`config.mk`:
```
export PLATFORM = sky130hd
export DESIGN_NAME = prcs_ctl_flat
export DESIGN_NICKNAME = d
export VERILOG_FILES = /design/src/rtl/prcs_pkg.sv /design/src/rtl/prcs_if.sv /design/src/rtl/prcs_ctl.sv /design/src/flat_wrapper.sv
export VERILOG_INCLUDE_DIRS = /design/src /design/src/rtl
export SDC_FILE = /design/constraint.sdc
export NUM_CORES = 1
export LEC_CHECK = 0
export BUFFER_PORTS_ARGS = -buffer_cell sky130_fd_sc_hd__clkbuf_2
export CAP_MARGIN = 20
export CORE_MARGIN = 10
export CORE_UTILIZATION = 50
export DETAILED_ROUTE_END_ITERATION = 10
export PLACE_DENSITY = 0.8
export SLEW_MARGIN = 20
export SYNTH_ARGS = -nofsm -noshare
export SYNTH_HDL_FRONTEND = slang
export SYNTH_SLANG_ARGS = --single-unit
```
`constraint.sdc`:
```
create_clock -name clk_sys -period 2.1 [get_ports clk_sys]
set_input_delay 0.105 -clock clk_sys [delete_from_list [all_inputs] [get_ports clk_sys]]
set_output_delay 0.105 -clock clk_sys [all_outputs]
set_load 0.03 [all_outputs]
```
`src/rtl/prcs_regs.svh`:
```
// register map, bit positions and timing counts of the switchover block
//
// Function
// - separate dead flag per reference input
// - manual mode request low picks a
// - switch condition output toward fabric
// - selected indicator 0 for a, 1 for b
// - loss of lock is a switch condition
// - flags only on enhanced automatic variant
// - fast variant manual only, enhanced both
// - request accepted asynchronously, synchronised first
// - controller holds request long enough
// - automatic mode switches on rising edge only
// - optional five-bit hold-off delay counter
// - controller pulses loop reset after switch
// - controller drops detector enable on failure
// - output gates closed until lock stable
// - paired edge counters, three means dead
// - gate on old fall, switch on new fall
// - wait until new input toggles
`ifndef PRCS_REGS_SVH
`define PRCS_REGS_SVH

// avalon word byte addresses
`define PRCS_ADDR_CTRL 5'h00
`define PRCS_ADDR_STATUS 5'h04
`define PRCS_ADDR_IRQ_STAT 5'h08
`define PRCS_ADDR_IRQ_CLR 5'h0C
`define PRCS_ADDR_IRQ_EN 5'h10

// control register fields
`define PRCS_CTRL_REQ 0
`define PRCS_CTRL_AUTO 1
`define PRCS_CTRL_PFD_AUTO 2
`define PRCS_CTRL_PHASE 3
`define PRCS_CTRL_DLY_LO 8
`define PRCS_CTRL_DLY_HI 12
`define PRCS_CTRL_RESET 32'h0000_0000

// status and interrupt layout
`define PRCS_ST_A_DEAD 0
`define PRCS_ST_B_DEAD 1
`define PRCS_ST_COND 2
`define PRCS_ST_SEL 3
`define PRCS_ST_LOCK 4
`define PRCS_ST_GATE 5
`define PRCS_ST_PFD 6
`define PRCS_IRQ_W 5

// edge counter limit meaning the other input missed edges
`define PRCS_CNT_DEAD 2'h3
`define PRCS_DLY_W 5

// timing
`define PRCS_CLK_NS 50
`define PRCS_ARESET_NS 10
`define PRCS_ARESET_CYC \
    (((`PRCS_ARESET_NS + `PRCS_CLK_NS - 1) / `PRCS_CLK_NS) < 1 ? 1 : \
    ((`PRCS_ARESET_NS + `PRCS_CLK_NS - 1) / `PRCS_CLK_NS))
`define PRCS_LOCK_STABLE_CYC 8'h10

`endif

```
`src/rtl/prcs_pkg.sv`:
```
// types shared by both ends of the switchover block
package prcs_pkg;
    typedef enum logic [1:0] {
        SW_IDLE,
        SW_DELAY,
        SW_GATE,
        SW_WAIT_NEW
    } prcs_sw_state_e;

    typedef enum logic [1:0] {
        CT_RUN,
        CT_RESET,
        CT_WAIT_LOCK
    } prcs_ctl_state_e;

    typedef logic [4:0] prcs_dly_t;
endpackage

```
`src/rtl/prcs_if.sv`:
```
// link between the switchover circuit and its fabric controller
`timescale 1ns/1ns
interface prcs_if;
    import prcs_pkg::*;
    logic switch_req;
    logic auto_mode;
    prcs_dly_t delay_sel;
    logic ref_a_dead_flag;
    logic ref_b_dead_flag;
    logic switch_cond;
    logic active_sel;
    logic lock_seen;

    modport dev (
        input switch_req,
        input auto_mode,
        input delay_sel,
        output ref_a_dead_flag,
        output ref_b_dead_flag,
        output switch_cond,
        output active_sel,
        output lock_seen
    );

    modport ctl (
        output switch_req,
        output auto_mode,
        output delay_sel,
        input ref_a_dead_flag,
        input ref_b_dead_flag,
        input switch_cond,
        input active_sel,
        input lock_seen
    );
endinterface

```
`src/rtl/prcs_ctl.sv`:
```
// fabric controller for the switchover circuit, avalon-mm registers
`timescale 1ns/1ns
`include "prcs_regs.svh"
module prcs_ctl
    import prcs_pkg::*;
(
    input wire logic clk_sys,
    input wire logic rst_n,
    prcs_if.ctl lnk,
    input wire logic [4:0] avs_address,
    input wire logic avs_read,
    input wire logic avs_write,
    input wire logic [31:0] avs_writedata,
    output logic [31:0] avs_readdata,
    output logic avs_waitrequest,
    output logic irq,
    output logic pll_areset,
    output logic pfd_enable,
    output logic clk_out_enable
);

    logic [31:0] ctrl;
    logic [`PRCS_IRQ_W-1:0] irq_stat;
    logic [`PRCS_IRQ_W-1:0] irq_en;
    logic [`PRCS_IRQ_W-1:0] ev;
    logic [`PRCS_IRQ_W-1:0] st_q;
    logic [`PRCS_IRQ_W-1:0] st_now;
    logic req_pend;
    logic acc;
    logic [7:0] tmr;
    prcs_ctl_state_e cstate;

    function automatic logic hit(input logic [4:0] a, input logic [4:0] r);
        hit = (a == r);
    endfunction

    assign acc = (avs_read | avs_write) & ~avs_waitrequest;
    assign st_now = {lnk.lock_seen, lnk.active_sel, lnk.switch_cond,
        lnk.ref_b_dead_flag, lnk.ref_a_dead_flag};
    // rising edges of each status line, plus any change of selection
    assign ev = (st_now & ~st_q) |
        {1'b0, lnk.active_sel ^ st_q[`PRCS_ST_SEL], 3'h0};

    // one wait cycle per access keeps the decode registered
    always_ff @(posedge clk_sys or negedge rst_n) begin
        if (!rst_n) begin
            avs_waitrequest <= 1'b1;
            avs_readdata <= 32'h0000_0000;
        end else begin
            avs_waitrequest <= ~((avs_read | avs_write) & avs_waitrequest);
            avs_readdata <= 32'h0000_0000;
            if (avs_read & avs_waitrequest) begin
                if (hit(avs_address, `PRCS_ADDR_CTRL)) begin
                    avs_readdata <= ctrl | {31'h0, req_pend};
                end else if (hit(avs_address, `PRCS_ADDR_STATUS)) begin
                    avs_readdata <= {25'h0, pfd_enable, clk_out_enable,
                        st_now};
                end else if (hit(avs_address, `PRCS_ADDR_IRQ_STAT)) begin
                    avs_readdata <= {27'h0, irq_stat};
                end else if (hit(avs_address, `PRCS_ADDR_IRQ_EN)) begin
                    avs_readdata <= {27'h0, irq_en};
                end
            end
        end
    end

    always_ff @(posedge clk_sys or negedge rst_n) begin
        if (!rst_n) begin
            ctrl <= `PRCS_CTRL_RESET;
            irq_en <= '0;
        end else if (avs_write & acc) begin
            if (hit(avs_address, `PRCS_ADDR_CTRL)) begin
                ctrl <= avs_writedata & ~32'h0000_0001;
            end else if (hit(avs_address, `PRCS_ADDR_IRQ_EN)) begin
                irq_en <= avs_writedata[`PRCS_IRQ_W-1:0];
            end
        end
    end

    // set wins over a clear in the same cycle
    always_ff @(posedge clk_sys or negedge rst_n) begin
        if (!rst_n) begin
            irq_stat <= '0;
            st_q <= '0;
            irq <= 1'b0;
        end else begin
            st_q <= st_now;
            if (avs_write & acc & hit(avs_address, `PRCS_ADDR_IRQ_CLR)) begin
                irq_stat <= (irq_stat & ~avs_writedata[`PRCS_IRQ_W-1:0]) | ev;
            end else begin
                irq_stat <= irq_stat | ev;
            end
            irq <= |(irq_stat & irq_en);
        end
    end

    // request bit: level in manual mode, held pulse in automatic mode
    always_ff @(posedge clk_sys or negedge rst_n) begin
        if (!rst_n) begin
            req_pend <= 1'b0;
            lnk.switch_req <= 1'b0;
            lnk.auto_mode <= 1'b0;
            lnk.delay_sel <= '0;
        end else begin
            lnk.auto_mode <= ctrl[`PRCS_CTRL_AUTO];
            lnk.delay_sel <= ctrl[`PRCS_CTRL_DLY_HI:`PRCS_CTRL_DLY_LO];
            if (avs_write & acc & hit(avs_address, `PRCS_ADDR_CTRL)) begin
                req_pend <= avs_writedata[`PRCS_CTRL_REQ];
            end else if (ctrl[`PRCS_CTRL_AUTO] && ev[`PRCS_ST_SEL]) begin
                req_pend <= 1'b0;
            end
            lnk.switch_req <= req_pend;
        end
    end

    // detector off while an input is dead
    always_ff @(posedge clk_sys or negedge rst_n) begin
        if (!rst_n) begin
            pfd_enable <= 1'b1;
        end else begin
            pfd_enable <= ~(ctrl[`PRCS_CTRL_PFD_AUTO] &
                (lnk.ref_a_dead_flag | lnk.ref_b_dead_flag));
        end
    end

    // reset pulse after a switch, then gates shut until lock settles
    always_ff @(posedge clk_sys or negedge rst_n) begin
        if (!rst_n) begin
            cstate <= CT_RUN;
            tmr <= 8'h00;
            pll_areset <= 1'b0;
            clk_out_enable <= 1'b1;
        end else begin
            unique case (cstate)
                CT_RUN: begin
                    if (lnk.switch_cond) begin
                        clk_out_enable <= 1'b0;
                    end
                    if (ev[`PRCS_ST_SEL] && ctrl[`PRCS_CTRL_PHASE]) begin
                        pll_areset <= 1'b1;
                        tmr <= 8'(`PRCS_ARESET_CYC);
                        clk_out_enable <= 1'b0;
                        cstate <= CT_RESET;
                    end else if (!clk_out_enable || ev[`PRCS_ST_SEL]) begin
                        tmr <= 8'h00;
                        clk_out_enable <= 1'b0;
                        cstate <= CT_WAIT_LOCK;
                    end
                end
                CT_RESET: begin
                    if (tmr == 8'h01) begin
                        pll_areset <= 1'b0;
                        tmr <= 8'h00;
                        cstate <= CT_WAIT_LOCK;
                    end else begin
                        tmr <= tmr - 8'h01;
                    end
                end
                CT_WAIT_LOCK: begin
                    // switch lands while the gates are already shut
                    if (ev[`PRCS_ST_SEL] && ctrl[`PRCS_CTRL_PHASE]) begin
                        pll_areset <= 1'b1;
                        tmr <= 8'(`PRCS_ARESET_CYC);
                        cstate <= CT_RESET;
                    end else if (!lnk.lock_seen || lnk.switch_cond) begin
                        tmr <= 8'h00;
                    end else if (tmr == `PRCS_LOCK_STABLE_CYC) begin
                        clk_out_enable <= 1'b1;
                        cstate <= CT_RUN;
                    end else begin
                        tmr <= tmr + 8'h01;
                    end
                end
                default: cstate <= CT_RUN;
            endcase
        end
    end

endmodule // prcs_ctl

```
`src/flat_wrapper.sv`:
```
// flat-port wrapper written by rule: the top's interface ports become plain ports
module prcs_ctl_flat import prcs_pkg::*;
  (clk_sys, rst_n, avs_address, avs_read, avs_write, avs_writedata, avs_readdata, avs_waitrequest, irq, pll_areset, pfd_enable, clk_out_enable, lnk_switch_req, lnk_auto_mode, lnk_delay_sel, lnk_ref_a_dead_flag, lnk_ref_b_dead_flag, lnk_switch_cond, lnk_active_sel, lnk_lock_seen);
  prcs_if lnk_i ();
  input wire logic clk_sys;
  input wire logic rst_n;
  input wire logic [4:0] avs_address;
  input wire logic avs_read;
  input wire logic avs_write;
  input wire logic [31:0] avs_writedata;
  output logic [31:0] avs_readdata;
  output logic avs_waitrequest;
  output logic irq;
  output logic pll_areset;
  output logic pfd_enable;
  output logic clk_out_enable;
  output wire logic [$bits(lnk_i.switch_req)-1:0] lnk_switch_req;
  output wire logic [$bits(lnk_i.auto_mode)-1:0] lnk_auto_mode;
  output wire logic [$bits(lnk_i.delay_sel)-1:0] lnk_delay_sel;
  input wire logic [$bits(lnk_i.ref_a_dead_flag)-1:0] lnk_ref_a_dead_flag;
  input wire logic [$bits(lnk_i.ref_b_dead_flag)-1:0] lnk_ref_b_dead_flag;
  input wire logic [$bits(lnk_i.switch_cond)-1:0] lnk_switch_cond;
  input wire logic [$bits(lnk_i.active_sel)-1:0] lnk_active_sel;
  input wire logic [$bits(lnk_i.lock_seen)-1:0] lnk_lock_seen;
  assign lnk_switch_req = lnk_i.switch_req;
  assign lnk_auto_mode = lnk_i.auto_mode;
  assign lnk_delay_sel = lnk_i.delay_sel;
  assign lnk_i.ref_a_dead_flag = lnk_ref_a_dead_flag;
  assign lnk_i.ref_b_dead_flag = lnk_ref_b_dead_flag;
  assign lnk_i.switch_cond = lnk_switch_cond;
  assign lnk_i.active_sel = lnk_active_sel;
  assign lnk_i.lock_seen = lnk_lock_seen;
  prcs_ctl u_core (.clk_sys(clk_sys), .rst_n(rst_n), .lnk(lnk_i), .avs_address(avs_address), .avs_read(avs_read), .avs_write(avs_write), .avs_writedata(avs_writedata), .avs_readdata(avs_readdata), .avs_waitrequest(avs_waitrequest), .irq(irq), .pll_areset(pll_areset), .pfd_enable(pfd_enable), .clk_out_enable(clk_out_enable));
endmodule
```
==> results.md <==
* Outcome: finished clean
* Setup_tns at 0 ps
* DR DRC count at 0
* Number of global-route vias before repair at 3374
* CP Cell Sequence: inv_1 -> ha_1 -> nor4b_2 -> a21bo_2 -> o211ai_1 -> mux2_1
* Mapped Area at 4240 um^2
* Worst path buffer plus inverter count at 1
* Max Slew Vio Count at 0
* Initial antenna violation count at 0
* Core ar. at just over 8000 um^2
* # Max-Cap Violations at 0
* Clk Latency, worst-skew pair at 370 ps
* IO Pins at 90
* Hold slack at approximately 13 ps
* Hold path startpoint: avs_writedata[4]
* Routed vias/inst at 5.25
* Antenna cells at 0
* CP Launch Type: flop
* Most common cell after layout, fill and taps aside: dfrtp_1
* Starting Density at 51.6%
* Clock-pin slew on the worst setup and hold paths at roughly 90 ps
* Net Count, Synth at ~400
* Netlist cell types at between 40 and 50
* Count of final hold-check violations at 0
* Power Dens Cells at 802 nW/um^2
* Post-Layout Cell Count at 592
* Placer Congestion at 0.950
* Fin crit period at 1980 ps
* Final worst-path cycle share at 94.5%
* IO buf count at 89
* Max IR drop VDD at 432 uV
* GRT Overall Usage at 16.6%
* Setup Skew at 11.5 ps
* Routed WL per cell at 17.2 um
* Setup CP Type: flop to flop
* Routed wl met2 at around 5200 um
* Final Setup Violations at 0
* Antenna viol nets, final at 0
* Clk buf depth at 2
* CP arrival at 2240 ps
* WP data required at about 2400 ps
* Die height at 112 um
* Top_reg_cell synth: dfrtp_1
* CP max FO at 8
* Sink Count at 101
* Die footprint at 12600 um^2
* DRT Pass-1 Iters at 4
* Finished layout cell area at 5430 um^2
* Area after DPL at 4880 um^2
* Placed insts at 538
* Slew headroom at a little under two thirds
* Most frequent cells in the layout: dfrtp_1, clkbuf_2, dlygate4sd3_1
* Routed wire length on met3 at ~550 um
* Critical path origin: u_core.tmr[1]
* Clk root buf: clkbuf_8
* YS warnings at 0
* Crit path max-delay family: flip-flops
* Syn Area/Cell at 12.4 um^2
* CTS tree: done
* Post-synth EDFFs at 0
* CP max stage delay at 470 ps
* Fillers at 614
* Total global routing overflow at 0
* Row Count at 33
* Hpwl dp at slightly above 7000 um
* Worst Hold Class: input pin to flop
* Leak Pwr at 2.74 nW
* Synthesis-to-finish area growth at 28.2%
* Die Wd at 112 um
* Final wirelength at just over 10000 um
* Pin count of the biggest net entering global routing at between 40 and 50
* Ys async rst share at 100%
* Unrepaired setup endpoints after global routing: no
* Routed length on met1 at about 4200 um
* Via count at 3106
* First-pass GRT wire length at 17200 um
* H-tree depth at 3
* Register area share after synthesis at 59.7%
* Mapped Cells at 343
* Slowest CP cell: dfrtp_1
* FF-to-FF Start: u_core.tmr[1]
* Layout cells sized above 1 at 31.8%
* Synth Register Bits at between 100 and 150
* Layout Nets at 537
* Fmax at a little over 500 MHz
* Starting DRT DRC Count at 226
* Critical Path End Type: flop
* CTS Buf Count at 9
* Highest routed metal layer: met4
* Worst-margin pin slew at 546 ps
-- metal layers --
| metal | up-vias | GRT usage (%) |
|---|---|---|
| li1 | 1471 | - |
| met4 | 0 | 6.43 |
| met3 | 16 | 3.73 |
| met1 | 1524 | 19.8 |
| met5 | - | 0 |
| met2 | 95 | 28.6 |
-- power by group --
group / internal, W / switching (W)
clock: 0.000450 / 0.000688
combinational: 0.000427 / 0.000536
sequential: 0.00212 / 0.000131
-- area by class of cell --
type / count / area [um^2] / area share [%]
inverter: 13 / 48.8 / 0.899
timing repair buffer: 142 / 951 / 17.5
multi-input combinational: 215 / 1590 / 29.4
clock buffer: 11 / 131 / 2.42
clock inverter: 5 / 42.5 / 0.783
tap: 105 / 131 / 2.42
sequential: 101 / 2530 / 46.6
-- kinds of logic (layout without fill, tap and decap cells) --
| kind of cell | after synthesis | in the layout | share of synthesized area, % |
|---|---|---|---|
| XOR/XNOR | 8 | 8 | 1.65 |
| AO/OA/AOI/OAI | 55 | 55 | 9.04 |
| adder cells (fa/ha/maj) | 9 | 9 | 2.66 |
| multiplexers | 40 | 40 | 10.6 |
| AND/OR/NAND/NOR | 103 | 103 | 13.5 |
| flip-flops | 101 | 101 | 59.7 |
| buffers and inverters | 27 | 171 | 2.78 |
-- final timing paths --
path / cells after the start / end / slack [ps]
max in group asynchronous: 3 / u_core.tmr[0] / 1230
max: 6 / u_core.cstate[0] / 120
min: 2 / u_core.ctrl[4] / 10
min in group asynchronous: 2 / u_core.ctrl[1] / 230
min reg2reg: 0 / u_core.lnk.delay_sel[3] / 400
max reg2reg: 6 / u_core.cstate[0] / 120
-- synthesized netlist by cell type, types with 4 or more instances --
| library cell | count | area (um^2) |
|---|---|---|
| inv_1 | 13 | 48.8 |
| a222oi_1 | 6 | 60.1 |
| nand3_1 | 7 | 35.0 |
| dfrtp_1 | 98 | 2450 |
| a22o_1 | 6 | 52.6 |
| o21ai_0 | 13 | 65.1 |
| mux2_1 | 19 | 214 |
| xor2_1 | 5 | 43.8 |
| ha_1 | 9 | 113 |
| nor3_1 | 7 | 35.0 |
| buf_2 | 7 | 35.0 |
| clkbuf_1 | 6 | 22.5 |
| o21ai_1 | 8 | 40.0 |
| mux2_2 | 21 | 236 |
| and2_1 | 25 | 156 |
| nor2_1 | 11 | 41.3 |
| nand2_1 | 29 | 109 |
| nor2b_1 | 4 | 25.0 |
-- sequential cells by signal, summed over array words and instances (netlist names) --
register and count:
u_core.avs_waitrequest 1, u_core.cstate 2, u_core.lnk.delay_sel 5, u_core.req_pend 1, u_core.pll_areset 1, u_core.avs_readdata 32, u_core.tmr 8, u_core.lnk.auto_mode 1
u_core.ctrl 31, u_core.st_q 5, u_core.pfd_enable 1, u_core.irq_en 5, u_core.irq 1, u_core.clk_out_enable 1, u_core.irq_stat 5, u_core.lnk.switch_req 1
-- metrics by stage --
step / worst slack, ps / power (W) / utilization, %
after CTS: 120 / 0.00436 / 66.0
final: 115 / 0.00436 / 66.1
after global placement: 249 / 0.00314 / 59.4
after detailed placement: 149 / 0.00318 / 59.4
after global routing: 11.8 / 0.00459 / 66.1
after floorplan: 256 / 0.00287 / -
-- what timing repair did --
item	CTS	global route
resized for setup	0	1
buffers inserted	0	1
hold buffers	37	0
endpoints found under the hold margin	69	0
setup endpoints to repair	0	2
Power figures use the tool's default switching activity.
